File: src/ssq_map.svh
// timing counts and reset values for the supply sequencer
`ifndef SSQ_MAP_SVH
`define SSQ_MAP_SVH
`define SSQ_CLK_MHZ        100
`define SSQ_DLY1_NS        1000
`define SSQ_DLY2_NS        1000
`define SSQ_DLY3_NS        1000
`define SSQ_DLY4_NS        1000
`define SSQ_BLANK_NS       5000
`define SSQ_DLY1_CYC       ((`SSQ_DLY1_NS * `SSQ_CLK_MHZ + 999) / 1000)
`define SSQ_DLY2_CYC       ((`SSQ_DLY2_NS * `SSQ_CLK_MHZ + 999) / 1000)
`define SSQ_DLY3_CYC       ((`SSQ_DLY3_NS * `SSQ_CLK_MHZ + 999) / 1000)
`define SSQ_DLY4_CYC       ((`SSQ_DLY4_NS * `SSQ_CLK_MHZ + 999) / 1000)
`define SSQ_BLANK_CYC      ((`SSQ_BLANK_NS * `SSQ_CLK_MHZ) / 1000)
`define SSQ_ENABLES_RST    4'h0
`define SSQ_CNT_RST        16'h0000
`endif

File: src/ssq_pkg.sv
// types shared by the supply sequencer
package ssq_pkg;
    typedef enum logic [2:0] {
        SSQ_WAIT  = 3'b000,   // awaiting_trigger_state
        SSQ_UP    = 3'b001,   // power-up in progress
        SSQ_ON    = 3'b010,   // rails_on_state
        SSQ_DOWN  = 3'b011,   // power-down in progress
        SSQ_FAULT = 3'b100    // fault_latched_state
    } ssq_state_e;

    typedef struct packed {
        ssq_state_e  state;
        logic [1:0]  step;        // current rail index
        logic        wait_pg;     // power-up: waiting for rail compliance
        logic [15:0] cnt;         // step timer
        logic [15:0] blank;       // blanking timer
        logic [3:0]  enables;
        logic        sequence_complete;
        logic        pgood;
        logic        fault_drv;
        logic [3:0]  mon_s1;
        logic [3:0]  mon_s2;
        logic [2:0]  trig_s1;     // up, down, direction
        logic [2:0]  trig_s2;
        logic [2:0]  trig_q;      // previous synchronised level, for edges
        logic        flt_s1;
        logic        flt_s2;
    } ssq_regs_s;
endpackage

File: src/ssq_sequencer.sv
// four-rail supply sequencer state machine with shared fault line
// ===================================================================
// Overview of operation
// - up rising edge in wait starts power-up
// - down falling edge in on starts power-down
// - single-input variant uses direction for both
// - internal fault drives fault line low, latches
// - external low on fault line latches fault
// - four monitor comparators give rail compliance
// - enable 1 after delay 1 from trigger
// - sequence complete drops delay 1 after enable 1
// - enable 2 after delay 2 from rail 1
// - enable 1 drops delay 2 after enable 2
// - enable 3 after delay 3 from rail 2
// - enable 2 drops delay 3 after enable 3
// - enable 4 after delay 4 from rail 3
// - enable 4 drops at once on power-down
// - power good is AND of all four rails
// - rail missing compliance within blanking means fault
`include "ssq_map.svh"
module ssq_sequencer #(
    parameter bit          SINGLE_INPUT = 1'b0,           // 1: direction_in variant
    parameter logic [15:0] DLY1_CYC     = 16'(`SSQ_DLY1_CYC),
    parameter logic [15:0] DLY2_CYC     = 16'(`SSQ_DLY2_CYC),
    parameter logic [15:0] DLY3_CYC     = 16'(`SSQ_DLY3_CYC),
    parameter logic [15:0] DLY4_CYC     = 16'(`SSQ_DLY4_CYC),
    parameter logic [15:0] BLANK_CYC    = 16'(`SSQ_BLANK_CYC)
) (
    input  wire logic       clk_i,          // 100 MHz clock
    input  wire logic       rst_n_i,        // async reset, active low
    input  wire logic       up_i,           // dual variant power-up trigger pin
    input  wire logic       down_i,         // dual variant power-down trigger pin
    input  wire logic       direction_i,    // single variant trigger pin
    input  wire logic [3:0] supply_monitor_i, // comparator results, 1 = above reference
    input  wire logic       internal_fault_i, // internal fault request
    input  wire logic       fault_n_i,      // sensed fault line level
    output logic            fault_n_o,      // fault line drive value (always 0)
    output logic            fault_oe_o,     // high while pulling fault line low
    output logic [3:0]      supply_enable_o, // rail enables 1..4
    output logic            sequence_complete_o, // power-up finished
    output logic            power_good_o,   // all rails compliant
    output logic [2:0]      state_o         // state code for observation
);

    // ===============================================================
    // registers
    ssq_pkg::ssq_regs_s r_ff;
    ssq_pkg::ssq_regs_s nxt_r;

    // per-step delay select; power-up step n uses delay n+1
    function automatic logic [15:0] step_delay(input logic [1:0] s);
        case (s)
            2'h0:    step_delay = DLY1_CYC;
            2'h1:    step_delay = DLY2_CYC;
            2'h2:    step_delay = DLY3_CYC;
            default: step_delay = DLY4_CYC;
        endcase
    endfunction

    logic [3:0] rail_ok;
    logic       up_rise;
    logic       down_fall;
    logic       ext_fault;
    logic       any_fault;

    // ===============================================================
    // trigger edges, taken only from synchronised levels
    always_comb
    begin
        rail_ok   = r_ff.mon_s2;
        ext_fault = ~r_ff.flt_s2 & ~r_ff.fault_drv;
        if (SINGLE_INPUT)
        begin
            up_rise   = r_ff.trig_s2[2] & ~r_ff.trig_q[2];
            down_fall = ~r_ff.trig_s2[2] & r_ff.trig_q[2];
        end
        else
        begin
            up_rise   = r_ff.trig_s2[0] & ~r_ff.trig_q[0];
            down_fall = ~r_ff.trig_s2[1] & r_ff.trig_q[1];
        end
    end

    // ===============================================================
    // next-state logic
    always_comb
    begin
        nxt_r         = r_ff;
        nxt_r.mon_s1  = supply_monitor_i;
        nxt_r.mon_s2  = r_ff.mon_s1;
        nxt_r.trig_s1 = {direction_i, down_i, up_i};
        nxt_r.trig_s2 = r_ff.trig_s1;
        nxt_r.trig_q  = r_ff.trig_s2;
        nxt_r.flt_s1  = fault_n_i;
        nxt_r.flt_s2  = r_ff.flt_s1;
        nxt_r.pgood   = &rail_ok;
        // the blanking timer runs only while power-up is waiting for the current step's rail
        any_fault = internal_fault_i | ext_fault;
        if (r_ff.state == ssq_pkg::SSQ_UP && r_ff.wait_pg)
        begin
            if (r_ff.blank != 16'h0000)
                nxt_r.blank = r_ff.blank - 16'h0001;
        end
        if ((r_ff.state == ssq_pkg::SSQ_UP || r_ff.state == ssq_pkg::SSQ_ON)
            && ((r_ff.enables & ~rail_ok) != 4'h0) && r_ff.blank == 16'h0000
            && !(r_ff.state == ssq_pkg::SSQ_UP && r_ff.wait_pg && rail_ok[r_ff.step]))
            any_fault = 1'b1;
        case (r_ff.state)
            ssq_pkg::SSQ_WAIT:
            begin
                if (up_rise)
                begin
                    nxt_r.state   = ssq_pkg::SSQ_UP;
                    nxt_r.step    = 2'h0;
                    nxt_r.wait_pg = 1'b0;
                    nxt_r.cnt     = DLY1_CYC;
                end
            end
            ssq_pkg::SSQ_UP:
            begin
                if (!r_ff.wait_pg)
                begin
                    if (r_ff.cnt > 16'h0001)
                        nxt_r.cnt = r_ff.cnt - 16'h0001;
                    else
                    begin
                        // enable this step's rail after its delay
                        nxt_r.enables[r_ff.step] = 1'b1;
                        nxt_r.wait_pg            = 1'b1;
                        nxt_r.blank              = BLANK_CYC;
                    end
                end
                else if (rail_ok[r_ff.step])
                begin
                    nxt_r.wait_pg = 1'b0;
                    nxt_r.blank   = 16'h0000;    // rail is in: a dropout faults at once, except during a later rail's blanking
                    if (r_ff.step == 2'h3)
                    begin
                        nxt_r.state    = ssq_pkg::SSQ_ON;
                        nxt_r.sequence_complete = 1'b1;
                    end
                    else
                    begin
                        nxt_r.step = r_ff.step + 2'h1;
                        nxt_r.cnt  = step_delay(r_ff.step + 2'h1);
                    end
                end
            end
            ssq_pkg::SSQ_ON:
            begin
                if (down_fall)
                begin
                    nxt_r.state      = ssq_pkg::SSQ_DOWN;
                    nxt_r.enables[3] = 1'b0;
                    nxt_r.step       = 2'h3;
                    nxt_r.cnt        = DLY4_CYC;
                end
            end
            ssq_pkg::SSQ_DOWN:
            begin
                // step k: enable k+1 is already low; count delay k+1 then drop the next
                if (r_ff.cnt > 16'h0001)
                    nxt_r.cnt = r_ff.cnt - 16'h0001;
                else if (r_ff.step == 2'h0)
                begin
                    nxt_r.sequence_complete = 1'b0;
                    nxt_r.state    = ssq_pkg::SSQ_WAIT;
                end
                else
                begin
                    nxt_r.enables[r_ff.step - 2'h1] = 1'b0;
                    nxt_r.step = r_ff.step - 2'h1;
                    nxt_r.cnt  = step_delay(r_ff.step - 2'h1);
                end
            end
            default:
            begin
                // latched until the line is released, the internal fault is gone and the up and direction triggers are low
                if (!ext_fault && !internal_fault_i && !r_ff.trig_s2[0]
                    && !r_ff.trig_s2[2] && !r_ff.fault_drv)
                    nxt_r.state = ssq_pkg::SSQ_WAIT;
                nxt_r.fault_drv = 1'b0;
            end
        endcase
        if (any_fault && r_ff.state != ssq_pkg::SSQ_FAULT)
        begin
            nxt_r.state     = ssq_pkg::SSQ_FAULT;
            nxt_r.enables   = 4'h0;
            nxt_r.sequence_complete  = 1'b0;
            nxt_r.fault_drv = ~ext_fault;
        end
    end

    // ===============================================================
    // state register; constants only under reset
    always_ff @(posedge clk_i or negedge rst_n_i)
    begin
        if (!rst_n_i)
        begin
            r_ff           <= '0;
            r_ff.state     <= ssq_pkg::SSQ_WAIT;
            r_ff.enables   <= `SSQ_ENABLES_RST;
            r_ff.cnt       <= `SSQ_CNT_RST;
            r_ff.mon_s1    <= 4'h0;
            r_ff.flt_s1    <= 1'b1;
            r_ff.flt_s2    <= 1'b1;
        end
        else
            r_ff <= nxt_r;
    end

    // ===============================================================
    // outputs straight from flip-flops, except fault_n_o tied to 0
    assign fault_n_o           = 1'b0;
    assign fault_oe_o          = r_ff.fault_drv;
    assign supply_enable_o     = r_ff.enables;
    assign sequence_complete_o = r_ff.sequence_complete;
    assign power_good_o        = r_ff.pgood;
    assign state_o             = r_ff.state;

    // ===============================================================
    // checks
    property p_up_start;
        @(posedge clk_i) disable iff (!rst_n_i)
        (r_ff.state == ssq_pkg::SSQ_WAIT && up_rise && !any_fault)
            |=> (r_ff.state == ssq_pkg::SSQ_UP);
    endproperty
    a_up_start: assert property (p_up_start) else $error("power-up did not start");

    property p_down_start;
        @(posedge clk_i) disable iff (!rst_n_i)
        (r_ff.state == ssq_pkg::SSQ_ON && down_fall && !any_fault)
            |=> (r_ff.state == ssq_pkg::SSQ_DOWN && !supply_enable_o[3]);
    endproperty
    a_down_start: assert property (p_down_start) else $error("power-down start wrong");

    property p_no_up_elsewhere;
        @(posedge clk_i) disable iff (!rst_n_i)
        (r_ff.state == ssq_pkg::SSQ_ON) |=> (r_ff.state != ssq_pkg::SSQ_UP);
    endproperty
    a_no_up_elsewhere: assert property (p_no_up_elsewhere) else $error("stray power-up");

    property p_int_fault;
        @(posedge clk_i) disable iff (!rst_n_i)
        (internal_fault_i && r_ff.state != ssq_pkg::SSQ_FAULT && !ext_fault)
            |=> (fault_oe_o && r_ff.state == ssq_pkg::SSQ_FAULT);
    endproperty
    a_int_fault: assert property (p_int_fault) else $error("internal fault not driven");

    property p_ext_fault;
        @(posedge clk_i) disable iff (!rst_n_i)
        ext_fault |=> (r_ff.state == ssq_pkg::SSQ_FAULT && supply_enable_o == 4'h0);
    endproperty
    a_ext_fault: assert property (p_ext_fault) else $error("external fault missed");

    property p_pgood;
        @(posedge clk_i) disable iff (!rst_n_i)
        1'b1 |=> (power_good_o == &$past(r_ff.mon_s2));
    endproperty
    a_pgood: assert property (p_pgood) else $error("power good mismatch");

    property p_en1_delay;
        @(posedge clk_i) disable iff (!rst_n_i)
        (r_ff.state == ssq_pkg::SSQ_WAIT && up_rise && !any_fault)
            |=> !supply_enable_o[0] [*2];
    endproperty
    a_en1_delay: assert property (p_en1_delay) else $error("enable 1 early");

    property p_seq_drop;
        @(posedge clk_i) disable iff (!rst_n_i)
        $fell(sequence_complete_o) |-> (supply_enable_o == 4'h0);
    endproperty
    a_seq_drop: assert property (p_seq_drop) else $error("complete dropped early");

    property p_down_order;
        @(posedge clk_i) disable iff (!rst_n_i)
        (r_ff.state == ssq_pkg::SSQ_DOWN && $fell(supply_enable_o[0]))
            |-> (supply_enable_o[3:1] == 3'h0);
    endproperty
    a_down_order: assert property (p_down_order) else $error("down order wrong");

    property p_drop_fault;
        @(posedge clk_i) disable iff (!rst_n_i)
        (r_ff.state == ssq_pkg::SSQ_ON && ((r_ff.enables & ~rail_ok) != 4'h0))
            |=> (r_ff.state == ssq_pkg::SSQ_FAULT);
    endproperty
    a_drop_fault: assert property (p_drop_fault) else $error("rail loss not faulted");

    property p_fault_clear;
        @(posedge clk_i) disable iff (!rst_n_i)
        (any_fault && r_ff.state != ssq_pkg::SSQ_FAULT)
            |=> (supply_enable_o == 4'h0 && !sequence_complete_o);
    endproperty
    a_fault_clear: assert property (p_fault_clear) else $error("outputs left on in fault");

    property p_up_order;
        @(posedge clk_i) disable iff (!rst_n_i)
        (r_ff.state == ssq_pkg::SSQ_UP && $rose(supply_enable_o[1]))
            |-> supply_enable_o[0];
    endproperty
    a_up_order: assert property (p_up_order) else $error("enable 2 before enable 1");

    c_power_up:   cover property (@(posedge clk_i) $rose(sequence_complete_o));
    c_power_down: cover property (@(posedge clk_i) $fell(sequence_complete_o)
                                  && r_ff.state == ssq_pkg::SSQ_WAIT);
    c_fault:      cover property (@(posedge clk_i) $rose(fault_oe_o));
endmodule

File: config.mk
export PLATFORM = sky130hd
export DESIGN_NAME = ssq_sequencer
export DESIGN_NICKNAME = d
export VERILOG_FILES = /design/src/ssq_pkg.sv /design/src/ssq_sequencer.sv
export VERILOG_INCLUDE_DIRS = /design/src
export SDC_FILE = /design/constraint.sdc
export NUM_CORES = 1
export LEC_CHECK = 0
export BUFFER_PORTS_ARGS = -buffer_cell sky130_fd_sc_hd__buf_2
export CORE_ASPECT_RATIO = 0.5
export CORE_MARGIN = 1.5
export CORE_UTILIZATION = 55
export CTS_CLUSTER_SIZE = 20
export DETAILED_ROUTE_END_ITERATION = 16
export PLACE_DENSITY = 0.78
export SLEW_MARGIN = 20
export SYNTH_ARGS = -nofsm -noshare
export SYNTH_HDL_FRONTEND = slang
export SYNTH_SLANG_ARGS = --single-unit
File: constraint.sdc
create_clock -name clk_i -period 5.3 [get_ports clk_i]
set_clock_uncertainty 0.1 [all_clocks]
set_input_delay 1.325 -clock clk_i [delete_from_list [all_inputs] [get_ports clk_i]]
set_output_delay 1.325 -clock clk_i [all_outputs]
set_load 0.02 [all_outputs]
; ---- After elaboration in Yosys (flattened, before gate mapping)
; Cells that the tools add are included.
[classes]
addsub = 4
magnitude_cmp = 5
eq_ne = 27
mux = 46
bitwise = 14
reduce_logical = 38
[ops]
columns = op, n
row1 = 16-bit 2-to-1 mux, 8
row2 = 16-bit one-hot mux with 4 select lines, 1
row3 = 38-bit 2-to-1 mux, 1
row4 = 33-bit 2-to-1 mux, 1
row5 = "16-bit by 1-bit subtractor with 16-bit output, second input constant", 2
row6 = 5-bit 2-to-1 mux, 5
row7 = 22-bit 2-to-1 mux, 1
row8 = "3-bit != test, second input constant", 7
row9 = 20-bit 2-to-1 mux, 1
row10 = "3-bit by 2-bit != test with 1-bit output, second input constant", 6
row11 = "16-bit by 1-bit greater-than comparator with 1-bit output, second input constant", 1
row12 = 16-bit zero test, 1
row13 = 8-bit AND reduction, 2
row14 = 16-bit nonzero test, 1
row15 = 1-bit logical AND, 12
row16 = 1-bit 2-to-1 mux, 12
row17 = 3-bit 2-to-1 mux, 4
row18 = "2-bit != test, second input constant", 6
row19 = 3-bit one-hot mux with 4 select lines, 1
row20 = 6-bit AND reduction, 2
row21 = 4-bit nonzero test, 3
row22 = 4-bit AND, 2
row23 = 4-bit 2-to-1 mux, 2
row24 = 4-bit inverter, 2
row25 = other kinds (32), 50
[totals]
regBits = 63
input_bits = 11
output_inout_bits = 11
word_cells = 151

; ---- Logic depth before layout (Yosys ltp)
[logic_depth]
word_depth = 11
ltp_mapped = 9
mapped_depth_nobuf = 7

; ---- Worst setup path before layout
; No wires, ideal clock.
[synth_path]
path_type = input to register
startpoint = input port internal_fault_i
endpoint = register r_ff (netlist bit state_o[1])
setup_ns = 0.082
arrival_ns = 2.876
required_time_ns = 5.118
slack_ns = 2.242
cell_stages = 5
n_path_buf = 0
cell_sequence = or4b_2 > o21ai_0 > nand3b_1 > or4_1 > a31oi_1
[synth_via]
elab_chain_cells = 7
elab_cells_between_ends = 18
classes_between = eq/ne: 7 / mux: 2 / bitwise: 1 / reduce/logical: 8
[synth_lines]
columns = element, line
row1 = from (decl), ssq_sequencer.sv:35  ; input wire logic internal_fault_i,
row2 = 1-bit zero test, ssq_sequencer.sv:179  ; if (!ext_fault && !internal_fault_i && !r_ff.trig_s2[0]
row3 = 1-bit logical AND (2 in series), ssq_sequencer.sv:179
row4 = 1-bit logical AND (2 in series), ssq_sequencer.sv:180  ; && !r_ff.trig_s2[2] && !r_ff.fault_drv)
row5 = 6-bit nonzero test (no source line), n/a
row6 = 8-bit AND reduction (no source line), n/a
row7 = to (signal assigned), ssq_sequencer.sv:209  ; r_ff <= nxt_r;
row8 = to (decl), ssq_sequencer.sv:47  ; ssq_pkg::ssq_regs_s r_ff;
; Several ways; a longest one is shown, not always the timed one.
; A chain may end at the register's enable or synchronous reset.

; ---- Final worst setup path
[layout_path]
startpoint = register r_ff[46] in the netlist's numbering
endpoint = register r_ff[44] in the netlist's numbering
[layout_via]
elab_chain_cells = 3
elab_cells_between_ends = 6
classes_between = order compare: 1 / eq/ne: 2 / mux: 2 / reduce/logical: 1
[layout_lines]
columns = element, line
row1 = 16-bit by 1-bit greater-than comparator with 1-bit output *, "ssq_sequencer.sv:123, ssq_sequencer.sv:162"
row2 = 3-bit != test (no source line) (tied with other cells), n/a
row3 = 7-bit AND reduction (no source line) / 16-bit one-hot mux with 4 select lines (equally long branches), n/a
; Mark *: on every way between the ends. The rest lies on a longest branch, timed or not.

==> flow_summary_export.csv <==
group,metric,value,unit
worst_hold_path,worstHoldStart,"nxt_r[7]",
grt,number_of_antenna_violations_at_the_first_check_in_global_routing,0,
detailed_routing,maxUsedRoutingLayer,"met4",
floorplan,die_area,0.00678,mm²
synthesis,synthDominantCellAreaShare,44.3,%
grt,via_count_of_the_first_global_routing_pass,2698,
synthesis,synth_flop_cell,"dfrtp_1",
clock_tree,total_of_hold_buffers_inserted_after_clock_tree_synthesis,0,
floorplan,die_width,115,µm
placement,place_hpwl,5020,µm
floorplan,design.core.area,0.00606,mm²
sta,period_minus_slack,2.98,ns
finish,diodes,0,
power_and_ir_drop,vdd_ir_drop_max,0.169,mV
worst_setup_path,worst-endpoint-required,5.39,ns
clock_tree,cts.sink_count,63,
status,outcome,"complete, no violations",
worst_setup_path,reg2reg_depth,6,
finish,post_route_cells_drive_above_1_share,15.9,%
placement,number_of_buffers_inserted_by_port_buffering,20,
synthesis,syn_area,0.00345,mm²
worst_hold_path,hold-path-endpoint,"nxt_r[4]",
detailed_routing,residual_drc_count,0,
detailed_routing,vias,2773,
synthesis,synth.area.top_cells,"dfrtp_1 44%, xor2_1 3.3%, nor2_1 3.3%",
synthesis,syn_area_per_cell,9.88,µm²
synthesis,post-synth-top-count-cell,"dfrtp_1",
worst_setup_path,critical_path_arrival,3.07,ns
synthesis,ys_ff_latch,63,
worst_setup_path,list_of_cells_traversed_by_the_critical_path,"nor4_2 -> nand2_1 -> nor4_2 -> buf_4 -> or2_2 -> o21ai_0",
synthesis,post_synth_inst_count,349,
sta,final.setup.tns,0,ns
job,drv.max_cap_violation_count,0,
detailed_routing,initialDrtViolationCount,170,
detailed_routing,vias_per_cell,6.12,
sta,worst-slew-pin-transition,0.987,ns
finish,syn2layout_area_growth,11.6,%
clock_tree,cts.repair.resized,0,
finish,fin_cells,453,
worst_setup_path,crit_path_max_incr_delay,0.89,ns
detailed_routing,drt-pass1-iter-count,5,
synthesis,synth_edf_count,0,
power_and_ir_drop,power_per_cell_area,348,mW/mm²
sta,max-slew-margin-rel,33.6,%
synthesis,yosys_warnings,0,
worst_setup_path,cpMostUsedCell,"nor4_2",
sta,rsz0062_at_grt,"no",
placement,place.detailed.instances,437,
clock_tree,htreeDepth,3,
worst_setup_path,start_kind,"flop",
floorplan,die_height,59.0,µm
clock_tree,cts_made_buffers,9,
worst_setup_path,r2r_setup_slk,2.32,ns
clock_tree,cts-root-buf,"clkbuf_16",
worst_hold_path,min_path_cells,0,
detailed_routing,dr_wl_met3,317,µm
worst_setup_path,cp-end-kind,"flop",
detailed_routing,route.layer.met1.wl,3190,µm
floorplan,top_level_ports,22,
synthesis,synth.largest_area_cell,"dfrtp_1",
floorplan,initial_utilization,56.9,%
detailed_routing,ant_nets,0,
clock_tree,cts_post_setup_buffers_inserted,0,
grt,wire_length_of_the_first_global_routing_pass,12200,µm
synthesis,synth_cell_type_count,63,
sta,number_of_endpoints_failing_setup_at_the_final_stage,0,
worst_setup_path,crit-reg2reg-launch,"r_ff[46]",
detailed_routing,route.detailed.wl_per_inst,16.3,µm
clock_tree,cts.path.max_buffers,2,
synthesis,synth.net_count,368,
sta,timing.fmax,0.335,GHz
sta,finalCritPeriodShare,56.2,%
sta,hold_violations,0,
clock_tree,worst_skew_pair.late_latency,0.33,ns
synthesis,ys_top_cells_by_count,"61 x dfrtp_1, 30 x nor2_1, 19 x nand2_1",
worst_setup_path,timing.critical_path.fanout_max,11,
detailed_routing,routed_wirelength,7360,µm
clock_tree,cts_tree,"yes",
grt,overflow,0,
worst_hold_path,hold_class,"flop to flop",
sta,drv_slew,0,
placement,gpl.final_weighted_congestion,0.861,
synthesis,proportion_of_register_bits_with_asynchronous_set_or_reset_after_synthesis,100,%
worst_setup_path,crit_slowest_cell,"nor4_2",
floorplan,std_cell_rows,20,
clock_tree,clk_pin_slew,0.05,ns
synthesis,synth.yosys.seq_area_share,45.8,%
worst_setup_path,path_class,"flop to flop",
grt,pin_count_of_the_biggest_net_entering_global_routing,64,
worst_setup_path,r2r-end,"r_ff[44]",
grt,track_usage,23.6,%
power_and_ir_drop,power_leakage,1.64,nW
finish,num-fill-cells,490,
detailed_routing,dr_wl_met2,3740,µm
finish,layout.nets,379,
## report_power, final
group          total (mW)  leakage, nW  internal (mW)  switching [mW]
Sequential          0.550        0.822          0.509          0.0414
Clock               0.568        0.142          0.362           0.206
Combinational       0.220        0.679         0.0839           0.136
Total                1.34         1.64          0.955           0.384
## worst max-delay path: cells and delay by family (launching register included)
family,cells,cell delay (ns)
and+or+nand+nor,4,1.89
DFF,1,0.44
buffers and inverters,1,0.30
AOI/OAI and AO/OA,1,0.10
## worst max path at each step
| stage | startpoint | end | slack, ns | depth (start not counted) |
|---|---|---|---|---|
| 6_report | r_ff[46] | r_ff[44] | 2.32 | 6 |
| 5_1_grt | r_ff[50] | r_ff[60] | 2.19 | 5 |
| 4_1_cts | internal_fault_i | state_o[1] | 2.34 | 6 |
| 3_5_place_dp | internal_fault_i | state_o[1] | 2.00 | 6 |
| 3_3_place_gp | internal_fault_i | state_o[1] | 2.08 | 6 |
| 2_1_floorplan | internal_fault_i | state_o[1] | 2.24 | 5 |
## final cells by class
type	count	area [µm²]	share of cell area [%]
Timing Repair Buffer	24	130	3.38
Sequential cell	63	1580	41.1
Tap cell	88	110	2.86
Clock inverter	6	61.3	1.59
Clock buffer	10	229	5.95
Inverter	9	33.8	0.878
Multi-Input combinational cell	253	1700	44.3
## flip-flops by register name (all words and copies together), names as in the netlist
name,flops
fault_oe_o,1
nxt_r,11
state_o,3
r_ff,38
rail_ok,4
sequence_complete_o,1
power_good_o,1
supply_enable_o,4
## per-layer routing
layer / vias to the layer above / global-route usage (%)
li1: 1291 / -
met1: 1382 / 28.6
met2: 84 / 40.9
met3: 16 / 6.44
met4: 0 / 9.70
met5: - / 0
## kinds of logic (layout without fill, tap and decap cells)
kind of cell | count (synthesis) | after routing | synth area share (%)
buffers and inverters | 33 | 49 | 4.79
multiplexers | 9 | 9 | 3.05
XOR/XNOR | 14 | 14 | 3.56
flip-flops | 63 | 63 | 45.8
other | 1 | 1 | 0.109
adder cells (fa/ha/maj) | 8 | 8 | 2.90
AO/OA/AOI/OAI | 79 | 79 | 16.2
AND/OR/NAND/NOR | 142 | 142 | 23.6
## through the flow
| step | hold WS, ns | setup WS [ns] | total power [mW] | util, % | area, µm² |
|---|---|---|---|---|---|
| 3_3_place_gp | 0.232 | 2.08 | 0.763 | 58.7 | 3560 |
| 6_report | 0.246 | 2.32 | 1.34 | 63.5 | 3850 |
| 3_5_place_dp | 0.235 | 2.00 | 0.773 | 58.7 | 3560 |
| 5_1_grt | 0.258 | 2.19 | 1.40 | 63.5 | 3850 |
| 2_1_floorplan | 0.231 | 2.24 | 0.723 | - | 3450 |
| 4_1_cts | 0.246 | 2.34 | 1.34 | 63.5 | 3850 |
## cells in the final DEF, fill, tap and decap left out, types with 3 or more instances in the layout
master	netlist	final
or2_2	3	3
a31oi_1	4	4
nand2b_1	11	11
buf_2	3	20
a21oi_1	11	11
inv_1	9	9
a211o_1	8	8
ha_1	8	8
xor2_1	13	13
mux2i_1	6	6
a22o_1	5	5
and3_1	5	5
nand4_1	8	8
o31ai_1	3	3
a211oi_1	8	8
o21ai_0	17	17
or3_1	9	9
nor2_1	30	30
dfrtp_1	61	61
clkbuf_16	0	9
nor4_1	4	4
buf_4	8	4
o21bai_1	3	3
or4_1	4	4
nor2b_1	5	5
nand2_1	19	19
nor3_1	12	12
nand3_1	12	12
clkinv_2	0	3
(Power assumes the default switching activity.)
